<file path="src/pidreg_defs.svh">
// offsets, field positions, codes, reset values and timing counts of the pid regulator
// assumes values are signed 0.01 % steps of the maximum output frequency
`ifndef PIDREG_DEFS_SVH
`define PIDREG_DEFS_SVH

// serial registers
`define PIDREG_REG_TARGET   16'h0006
`define PIDREG_REG_SRCSEL   16'h000F
`define PIDREG_SRCSEL_TGT   1
`define PIDREG_RST_TARGET   16'h0000
`define PIDREG_RST_SRCSEL   16'h0000

// mode selector codes
`define PIDREG_MODE_OFF     3'h0
`define PIDREG_MODE_1       3'h1
`define PIDREG_MODE_2       3'h2
`define PIDREG_MODE_3       3'h3
`define PIDREG_MODE_4       3'h4

// input function codes
`define PIDREG_AIN_FB       8'h0B
`define PIDREG_AIN_TGT      8'h0C
`define PIDREG_PULSE_FB     2'h1
`define PIDREG_PULSE_TGT    2'h2
`define PIDREG_LOSS_ALARM   2'h1
`define PIDREG_LOSS_FAULT   2'h2

// scaling
`define PIDREG_GAIN_SHIFT   8
`define PIDREG_OFS_SCALE    38'sh00_0000_000A
`define PIDREG_SAT          16'hFFFF
`define PIDREG_OUT_MAX      16'h7FFF
`define PIDREG_RAMP_NUM     16'h0064

// timing
`define PIDREG_CLK_MHZ      40
`define PIDREG_SAMPLE_US    1000
`define PIDREG_SAMPLE_CYC   (`PIDREG_SAMPLE_US * `PIDREG_CLK_MHZ)

`endif

</file>
<file path="src/pidreg_pkg.sv">
// types shared by the pid regulator files
// assumes pidreg_defs.svh holds the numbers
package pidreg_pkg;

  typedef logic signed [19:0] pidreg_val_t;

  typedef struct packed {
    logic [2:0]         pid_mode_select;
    logic [15:0]        proportional_gain;
    logic [15:0]        integral_time;
    logic [15:0]        integral_limit;
    logic [15:0]        derivative_time;
    logic [15:0]        output_limit;
    logic signed [15:0] output_offset;
    logic [3:0]         output_filter_time;
    logic               output_polarity;
    logic [15:0]        output_gain;
    logic               negative_reverse_select;
    logic [1:0]         loss_detect_select;
    logic [15:0]        loss_detect_level;
    logic [15:0]        loss_detect_time;
    logic [15:0]        target_ramp_time;
    logic               reverse_prohibit;
    logic [7:0]         analog_in2_function;
    logic [1:0]         pulse_input_function;
  } pidreg_cfg_s;

  typedef struct packed {
    logic pid_disable;
    logic int_reset;
    logic int_hold;
    logic soft_start;
  } pidreg_di_s;

  typedef enum logic [2:0] {
    PIDREG_LS_OK    = 3'b001,
    PIDREG_LS_ALARM = 3'b010,
    PIDREG_LS_FAULT = 3'b100
  } pidreg_loss_e;

endpackage

</file>
<file path="src/pidreg_top.sv">
// pid regulator: target and feedback select, pid, post-processing, loss supervision
// assumes analog, pulse and reference values come from logic on core_clk;
// digital input functions arrive from pins
//
// What this block does
// modes 1,2 output drives frequency; modes 3,4 add it to the reference
// modes 2,4 differentiate feedback only; modes 1,3 differentiate the error
// regulation is active for mode selector values 1 through 4
// target defaults to the selected frequency reference
// analog input 2 function C supplies the target
// serial source bit 1 set makes the serial target register the target
// pulse input function 2 supplies the target
// analog input 2 function B supplies the feedback
// pulse input function 1 supplies the feedback
// integral term clamped to the integral limit
// pid sum clamped to the output limit
// offset in 0.1 % steps added to the output
// first-order low-pass filter on the output
// polarity setting inverts the output sign
// output multiplied by the output gain
// negative output reverses when allowed, else clamped to zero
// target changes ramped by the target ramp time
// soft start input bypasses the target ramp during operation
// derivative time zero disables the derivative term
// loss select 1 raises alarm after loss time, drive keeps running
// loss select 2 raises fault, fault contact and stops the drive
// disable input bypasses regulation
// reset input, reset command or stop clears the integral
// hold input freezes the integral
// mode 0 passes the frequency reference unchanged
`timescale 1ns/100ps
`default_nettype none
`include "pidreg_defs.svh"

module pidreg_top import pidreg_pkg::*; #(
  parameter int unsigned SAMPLE_CYCLES = `PIDREG_SAMPLE_CYC
) (
  // clock and reset
  input  wire logic               core_clk,
  input  wire logic               rst_n,
  // settings
  input  wire pidreg_cfg_s        cfg,
  // digital input functions, asynchronous pins
  input  wire pidreg_di_s         di_pins,
  // drive values
  input  wire logic signed [15:0] analog_in2_terminal,
  input  wire logic signed [15:0] pulse_in,
  input  wire logic signed [15:0] freq_ref,
  input  wire logic               run,
  input  wire logic               reset_cmd,
  // serial register port
  input  wire logic               reg_wr,
  input  wire logic               reg_rd,
  input  wire logic [15:0]        reg_addr,
  input  wire logic [15:0]        reg_wdata,
  output var  logic [15:0]        reg_rdata,
  // results
  output var  logic signed [15:0] freq_out,
  output var  logic               reverse_dir,
  output var  logic               pid_active,
  output var  logic               feedback_lost_alarm,
  output var  logic               fault_contact,
  output var  logic               stop_req
);

  function automatic pidreg_val_t ext16(input logic signed [15:0] x);
    ext16 = pidreg_val_t'(x);
  endfunction

  function automatic logic signed [37:0] wide(input pidreg_val_t x);
    wide = 38'(x);
  endfunction

  function automatic pidreg_val_t clamp_sym(input logic signed [37:0] x,
                                            input logic [15:0] lim);
    logic signed [37:0] l;
    l = $signed({22'h00_0000, lim});
    if (x > l) begin
      clamp_sym = pidreg_val_t'(l);
    end else if (x < -l) begin
      clamp_sym = pidreg_val_t'(-l);
    end else begin
      clamp_sym = pidreg_val_t'(x);
    end
  endfunction

  function automatic pidreg_val_t mul_shift(input pidreg_val_t a,
                                            input logic [15:0] k);
    logic signed [37:0] m;
    m = wide(a) * $signed({22'h00_0000, k});
    mul_shift = clamp_sym(m >>> `PIDREG_GAIN_SHIFT, `PIDREG_SAT);
  endfunction

  pidreg_di_s         di_meta;
  pidreg_di_s         di_sync;
  logic [15:0]        tick_cnt;
  logic               tick;
  logic [15:0]        reg_target;
  logic [15:0]        reg_srcsel;
  logic               regulating;
  logic               direct_mode;
  logic               d_on_fb;
  logic               int_clear;
  pidreg_val_t        tgt_sel;
  pidreg_val_t        fb_sel;
  pidreg_val_t        tgt_ramp;
  pidreg_val_t        err;
  pidreg_val_t        p_term;
  pidreg_val_t        i_step;
  pidreg_val_t        integ;
  pidreg_val_t        next_integ;
  pidreg_val_t        d_src;
  pidreg_val_t        d_prev;
  pidreg_val_t        d_term;
  pidreg_val_t        sum_lim;
  pidreg_val_t        offs;
  pidreg_val_t        filt;
  pidreg_val_t        next_filt;
  pidreg_val_t        pol;
  pidreg_val_t        gained;
  pidreg_val_t        g_lim;
  pidreg_val_t        next_out;
  logic               loss_low;
  logic               loss_hit;
  logic [15:0]        loss_cnt;
  pidreg_loss_e       lstate;
  pidreg_loss_e       next_lstate;

  // pin synchroniser
  always_ff @(posedge core_clk) begin
    if (!rst_n) begin
      di_meta <= '0;
      di_sync <= '0;
    end else begin
      di_meta <= di_pins;
      di_sync <= di_meta;
    end
  end

  // sample period
  always_ff @(posedge core_clk) begin
    if (!rst_n || tick) begin
      tick_cnt <= 16'h0000;
    end else begin
      tick_cnt <= tick_cnt + 16'h0001;
    end
  end
  assign tick = (tick_cnt == 16'(SAMPLE_CYCLES - 1));

  // serial registers
  always_ff @(posedge core_clk) begin
    if (!rst_n) begin
      reg_target <= `PIDREG_RST_TARGET;
      reg_srcsel <= `PIDREG_RST_SRCSEL;
    end else if (reg_wr) begin
      if (reg_addr == `PIDREG_REG_TARGET) begin
        reg_target <= reg_wdata;
      end else if (reg_addr == `PIDREG_REG_SRCSEL) begin
        reg_srcsel <= reg_wdata;
      end
    end
  end

  always_ff @(posedge core_clk) begin
    if (!rst_n) begin
      reg_rdata <= 16'h0000;
    end else if (reg_rd && reg_addr == `PIDREG_REG_TARGET) begin
      reg_rdata <= reg_target;
    end else if (reg_rd && reg_addr == `PIDREG_REG_SRCSEL) begin
      reg_rdata <= reg_srcsel;
    end else begin
      reg_rdata <= 16'h0000;
    end
  end

  // mode decode
  always_comb begin
    // closed loop on
    // disable input
    regulating  = (cfg.pid_mode_select >= `PIDREG_MODE_1) &&
                  (cfg.pid_mode_select <= `PIDREG_MODE_4) && !di_sync.pid_disable;
    direct_mode = (cfg.pid_mode_select == `PIDREG_MODE_1) ||
                  (cfg.pid_mode_select == `PIDREG_MODE_2);
    d_on_fb     = (cfg.pid_mode_select == `PIDREG_MODE_2) ||
                  (cfg.pid_mode_select == `PIDREG_MODE_4);
    // integral clear
    int_clear   = di_sync.int_reset || reset_cmd || (regulating && !run);
  end

  // target and feedback sources
  always_comb begin
    // serial target
    if (reg_srcsel[`PIDREG_SRCSEL_TGT]) begin
      tgt_sel = ext16(reg_target);
    // analog target
    end else if (cfg.analog_in2_function == `PIDREG_AIN_TGT) begin
      tgt_sel = ext16(analog_in2_terminal);
    // pulse target
    end else if (cfg.pulse_input_function == `PIDREG_PULSE_TGT) begin
      tgt_sel = ext16(pulse_in);
    // reference default
    end else begin
      tgt_sel = ext16(freq_ref);
    end
    // analog feedback
    if (cfg.analog_in2_function == `PIDREG_AIN_FB) begin
      fb_sel = ext16(analog_in2_terminal);
    // pulse feedback
    end else if (cfg.pulse_input_function == `PIDREG_PULSE_FB) begin
      fb_sel = ext16(pulse_in);
    end else begin
      fb_sel = '0;
    end
  end

  pidreg_ramp u_ramp (
    .core_clk  (core_clk),
    .rst_n     (rst_n),
    .tick      (tick),
    .bypass    (di_sync.soft_start && run),
    .ramp_time (cfg.target_ramp_time),
    .target    (tgt_sel),
    .ramped    (tgt_ramp)
  );

  // pid terms
  always_comb begin
    err    = tgt_ramp - fb_sel;
    p_term = mul_shift(err, cfg.proportional_gain);
    i_step = '0;
    if (cfg.integral_time != 16'h0000) begin
      i_step = pidreg_val_t'(wide(p_term) / $signed({22'h00_0000, cfg.integral_time}));
    end
    // integral limit
    next_integ = clamp_sym(wide(integ) + wide(i_step), cfg.integral_limit);
    // derivative source
    d_src  = d_on_fb ? -fb_sel : err;
    // derivative off
    d_term = (cfg.derivative_time == 16'h0000) ? '0 :
             mul_shift(d_src - d_prev, cfg.derivative_time);
  end

  // integral clear
  // integral hold
  always_ff @(posedge core_clk) begin
    if (!rst_n) begin
      integ <= '0;
    end else if (tick) begin
      if (int_clear || !regulating || cfg.integral_time == 16'h0000) begin
        integ <= '0;
      end else if (!di_sync.int_hold) begin
        integ <= next_integ;
      end
    end
  end

  always_ff @(posedge core_clk) begin
    if (!rst_n) begin
      d_prev <= '0;
    end else if (tick) begin
      d_prev <= d_src;
    end
  end

  // post-processing chain
  always_comb begin
    // output limit
    sum_lim   = clamp_sym(wide(p_term) + wide(integ) + wide(d_term), cfg.output_limit);
    // offset
    offs      = clamp_sym(wide(sum_lim) + wide(ext16(cfg.output_offset)) * `PIDREG_OFS_SCALE,
                          `PIDREG_SAT);
    // low-pass filter
    next_filt = clamp_sym(((wide(offs) - wide(filt)) >>> cfg.output_filter_time) + wide(filt),
                          `PIDREG_SAT);
    // polarity
    pol       = cfg.output_polarity ? -filt : filt;
    // output gain
    gained    = mul_shift(pol, cfg.output_gain);
    // reverse handling
    g_lim     = gained;
    if (gained < 0 && (cfg.reverse_prohibit || !cfg.negative_reverse_select)) begin
      g_lim = '0;
    end
  end

  always_ff @(posedge core_clk) begin
    if (!rst_n || !regulating) begin
      filt <= '0;
    end else if (tick) begin
      filt <= next_filt;
    end
  end

  // frequency output
  always_comb begin
    if (lstate == PIDREG_LS_FAULT) begin
      next_out = '0;
    // bypass
    end else if (!regulating) begin
      next_out = ext16(freq_ref);
    // direct drive
    end else if (direct_mode) begin
      next_out = clamp_sym(wide(g_lim), `PIDREG_OUT_MAX);
    end else begin
      next_out = clamp_sym(wide(ext16(freq_ref)) + wide(g_lim), `PIDREG_OUT_MAX);
    end
  end

  always_ff @(posedge core_clk) begin
    if (!rst_n) begin
      freq_out    <= 16'h0000;
      reverse_dir <= 1'b0;
      pid_active  <= 1'b0;
    end else if (tick) begin
      freq_out    <= 16'(next_out);
      reverse_dir <= next_out < 0;
      pid_active  <= regulating;
    end
  end

  // feedback loss supervision
  assign loss_low = regulating && (cfg.loss_detect_select != 2'h0) &&
                    (fb_sel < ext16(cfg.loss_detect_level));
  assign loss_hit = loss_low && (loss_cnt >= cfg.loss_detect_time);

  always_ff @(posedge core_clk) begin
    if (!rst_n || !loss_low) begin
      loss_cnt <= 16'h0000;
    end else if (tick && !loss_hit) begin
      loss_cnt <= loss_cnt + 16'h0001;
    end
  end

  always_comb begin
    next_lstate = lstate;
    case (lstate)
      PIDREG_LS_OK: begin
        // alarm only
        // fault stop
        if (loss_hit && cfg.loss_detect_select == `PIDREG_LOSS_FAULT) begin
          next_lstate = PIDREG_LS_FAULT;
        end else if (loss_hit && cfg.loss_detect_select == `PIDREG_LOSS_ALARM) begin
          next_lstate = PIDREG_LS_ALARM;
        end
      end
      PIDREG_LS_ALARM: begin
        if (!loss_low) begin
          next_lstate = PIDREG_LS_OK;
        end else if (cfg.loss_detect_select == `PIDREG_LOSS_FAULT) begin
          next_lstate = PIDREG_LS_FAULT;
        end
      end
      PIDREG_LS_FAULT: begin
        // fault held while loss persists, even under reset command
        if (reset_cmd && !loss_hit) begin
          next_lstate = PIDREG_LS_OK;
        end
      end
      default: begin
        next_lstate = PIDREG_LS_OK;
      end
    endcase
  end

  always_ff @(posedge core_clk) begin
    if (!rst_n) begin
      lstate <= PIDREG_LS_OK;
    end else begin
      lstate <= next_lstate;
    end
  end

  assign feedback_lost_alarm = (lstate != PIDREG_LS_OK);
  assign fault_contact       = (lstate == PIDREG_LS_FAULT);
  assign stop_req            = (lstate == PIDREG_LS_FAULT);
endmodule // pidreg_top

`default_nettype wire

</file>
<file path="src/pidreg_ramp.sv">
// target ramp of the pid regulator, one step per sample tick
// assumes tick is a one-cycle pulse from the same clock
`timescale 1ns/100ps
`default_nettype none
`include "pidreg_defs.svh"

module pidreg_ramp import pidreg_pkg::*; (
  // clock and reset
  input  wire logic        core_clk,
  input  wire logic        rst_n,
  // control
  input  wire logic        tick,
  input  wire logic        bypass,
  input  wire logic [15:0] ramp_time,
  // values
  input  wire pidreg_val_t target,
  output var  pidreg_val_t ramped
);

  pidreg_val_t step;
  pidreg_val_t diff;

  // full scale over ramp_time tenths of a second at one sample per ms
  always_comb begin
    step = 20'h0_0000;
    if (ramp_time != 16'h0000) begin
      step = pidreg_val_t'(`PIDREG_RAMP_NUM / ramp_time);
    end
    if (step == 20'h0_0000) begin
      step = 20'h0_0001;
    end
    diff = target - ramped;
  end

  // ramped target
  // soft start bypass
  always_ff @(posedge core_clk) begin
    if (!rst_n) begin
      ramped <= '0;
    end else if (tick) begin
      if (bypass || ramp_time == 16'h0000) begin
        ramped <= target;
      end else if (diff > step) begin
        ramped <= ramped + step;
      end else if (diff < -step) begin
        ramped <= ramped - step;
      end else begin
        ramped <= target;
      end
    end
  end
endmodule // pidreg_ramp

`default_nettype wire

</file>
<file path="config.mk">
export PLATFORM = sky130hd
export DESIGN_NAME = pidreg_top
export DESIGN_NICKNAME = d
export VERILOG_FILES = /design/src/pidreg_pkg.sv /design/src/pidreg_top.sv /design/src/pidreg_ramp.sv
export VERILOG_INCLUDE_DIRS = /design/src
export SDC_FILE = /design/constraint.sdc
export NUM_CORES = 2
export LEC_CHECK = 0
export BUFFER_PORTS_ARGS = -buffer_cell sky130_fd_sc_hd__buf_2
export CORE_MARGIN = 2
export CORE_UTILIZATION = 35
export DETAILED_ROUTE_END_ITERATION = 10
export PLACE_DENSITY = 0.53
export SLEW_MARGIN = 25
export SYNTH_ARGS = -nofsm -noshare
export SYNTH_HDL_FRONTEND = slang
export SYNTH_SLANG_ARGS = --single-unit
</file>
<file path="constraint.sdc">
create_clock -name core_clk -period 196.2 [get_ports core_clk]
set_clock_uncertainty 0.1 [all_clocks]
set_input_delay 9.81 -clock core_clk [delete_from_list [all_inputs] [get_ports core_clk]]
set_output_delay 9.81 -clock core_clk [all_outputs]
set_load 0.01 [all_outputs]
</file>
==> impl_results.md <==
* Clk sinks at 189
* I/O pin total at 309
* Post-CTS Hold Fix Bufs at 0
* Total gr overflow at 0
* CP Capture Type: register
* Vias in the first global route at 91,917
* Die height at 543.9 µm
* Pin count of the biggest net entering global routing at 51
* Syn Inst Count at 13,310
* Initial Util at 0.3511
* Worst-margin pin slew at 1.042 ns
* Buf/Inv on CP at 30
* Total Neg Setup Slack at 0 ns
* Grt met3 use at 0.02236
* RSZ-0062 raised after global routing: no
* Crit path time final at 147.13 ns
* Worst Setup Path Type: in2reg
* Required time worst endpoint at 196.55 ns
* DRC viols at 0
* Filler Cell Count at 30,708
* Maximum clock rate at 0.006797 GHz
* Global placement routability congestion at 0.9128
* Clock buffer depth at 3
* Critical Path Fanout Max at 45
* Chip width at 543.9 µm
* EDFF count, synth at 0
* Overall routing resource usage at 0.2257
* Post-layout net count at 15,972
* Met1 Use GR at 0.3060
* First drt pass iteration count at 9
* Slew Viols, Final at 0
* Fin. Hold Viols at 0
* Total Wirelength at 336,900 µm
* R2r setup slk at 83.20 ns
* CTS tree: yes
* Layout Cells excl Fill at 17,320
* Site row count at 198
* Core ar. at 0.2906 mm²
* H-tree depth at 4
* GR met2 Demand/Resource at 0.3845
* Setup crit start kind: input port
* Vias at 93,655
* Synthesized flop and latch total at 189
* Primary FF master, synth: dfxtp_1
* Initial DRC Count at 6,108
* Number of max-cap violations at 0
* Crit-path max cell delay at 0.80 ns
* Hold Slack at 0.3378 ns
* Multi-input gate area at 0.09038 mm²
* P&R area growth vs syn at 6.587%
* GRT busiest layer: met2
* Total CTS buffers at 21
* CP max stage cell: nand4_2
* Post-CTS Resized at 0
* Clock latency on the worst-skew pair at 0.61 ns
* Sequential share of the synthesized area at 0.03708
* Final setup fails at 0
* Die area at 0.2959 mm²
* Period utilization at 0.7499
* Worst EP arrival at 147.48 ns
* Synth area leader: fa_1
* Via density at 5.407
* First-pass GRT wire length at 530,200 µm
* Initial antenna violation count at 60
* Most common cell on crit path: o21a_1
* Worst Hold Class: reg2reg
* Flip-flop and latch area at 0.003784 mm²
* DP HPWL at 278,300 µm
* Async SR Flop Fraction at 0
* Port Buffers at 308
* Synth Area per Inst at 7.666 µm²
* Share of layout cells above drive strength 1 at 0.07534
* Netlist Area Pre-Place at 0.1020 mm²
* Postcts setup bufs at 0
* Synth unique cells at 169
* Run status: complete, no violations
* Routed len/inst at 19.45 µm
* Worst-path clk slew at 0.08 ns
* CP top delay family: compound AO/OA/AOI/OAI gates
* Relative slew slack at 0.3000
* Largest cells by area after synthesis: fa_1 19%, ha_1 17%, inv_1 5.9%, nand2_1 4.8%, a21oi_1 4.1%
* CTS Root Cell: clkbuf_16
* Inst Count DP at 17,247
* Ys Warns at 0
* Post-route antenna net violation count at 0
* Area share of the largest cell type after synthesis at 0.1927
worst paths after layout:
path                                  startpoint    endpoint  cells after the start
worst min-delay path                  di_meta[1]  di_sync[1]                      1
worst min register to register        di_meta[1]  di_sync[1]                      1
worst max-delay path                    cfg[149]    integ[3]                    599
worst max register to register  u_ramp.ramped[0]    integ[3]                    503
area by class of cell:
| cell class | instances | area share |
|---|---|---|
| diodes | 40 | 0.0009204 |
| clock buffers | 22 | 0.004958 |
| clock inverters | 11 | 0.001438 |
| inverters | 1602 | 0.05531 |
| multi-input cells | 11067 | 0.8310 |
| flip-flops and latches | 189 | 0.03479 |
| well taps | 3900 | 0.04487 |
| repair buffers | 489 | 0.02667 |
metal layers:
layer / vias up / part of all wire
met5: - / 0.00029
met4: 14 / 0.025
met3: 351 / 0.045
met2: 2127 / 0.46
met1: 45083 / 0.47
li1: 46080 / -
logic make-up (layout without fill, tap and decap cells):
family,Yosys count,in the layout,share of synthesized area
simple gates,4477,4477,0.2172
compound gates,3193,3193,0.2111
fa+ha+maj,2359,2359,0.3608
buf+inv,2079,2124,0.07993
xor+xnor,715,715,0.06207
mux,296,296,0.03172
flops,189,189,0.03708
other cells,2,67,0.00007360
registers in the layout (all words and copies together), names as in the netlist, 16 cells and up:
| signal | flops |
|---|---|
| reg_target | 16 |
| reg_rdata | 16 |
| filt | 20 |
| tick_cnt | 16 |
| u_ramp.ramped | 20 |
| d_prev | 20 |
| freq_out | 16 |
| loss_cnt | 16 |
| reg_srcsel | 16 |
| integ | 20 |
cell usage in the layout (no fill, tap or decap), drive strengths merged, types with 84 or more instances in the layout:
cell type	Yosys	final
inv	1600	1603
a21oi	851	851
nor2b	149	149
a21o	361	361
dfxtp	189	189
o21bai	124	124
a31oi	100	100
nand2	1298	1298
nor2	979	979
xor2	251	251
o21a	383	383
o31ai	184	184
nor3	446	446
nand3	213	213
mux2i	143	143
fa	982	982
nand2b	196	196
or2	120	120
or3	88	88
buf	87	489
mux2	147	147
nand4	134	134
and2	504	504
o21ai	545	545
nor4	103	103
and3	84	84
xnor2	464	464
ha	1348	1348
per-stage QoR:
stage / worst slack, ns / cell area [µm²] / utilization
4_1_cts: 50.57 / 108600 / 0.3738
6_report: 49.07 / 108800 / 0.3743
5_1_grt: 37.78 / 108700 / 0.3741
3_3_place_gp: 52.95 / 107900 / 0.3713
3_5_place_dp: 50.41 / 107900 / 0.3714
2_1_floorplan: 60.30 / 102100 / -
cells in the mapped netlist, types with 189 or more instances:
| cell | instances |
|---|---|
| inv_1 | 1599 |
| ha_1 | 1348 |
| nand2_1 | 1295 |
| fa_1 | 982 |
| nor2_1 | 975 |
| a21oi_1 | 845 |
| o21ai_0 | 513 |
| and2_1 | 502 |
| xnor2_1 | 458 |
| nor3_1 | 438 |
| clkbuf_1 | 384 |
| o21a_1 | 381 |
| a21o_1 | 361 |
| xor2_1 | 249 |
| nand3_1 | 208 |
| nand2b_1 | 196 |
| dfxtp_1 | 189 |
Power is not shown: default switching activity piles up to over one toggle a cycle in this logic, so the estimate is an artifact.
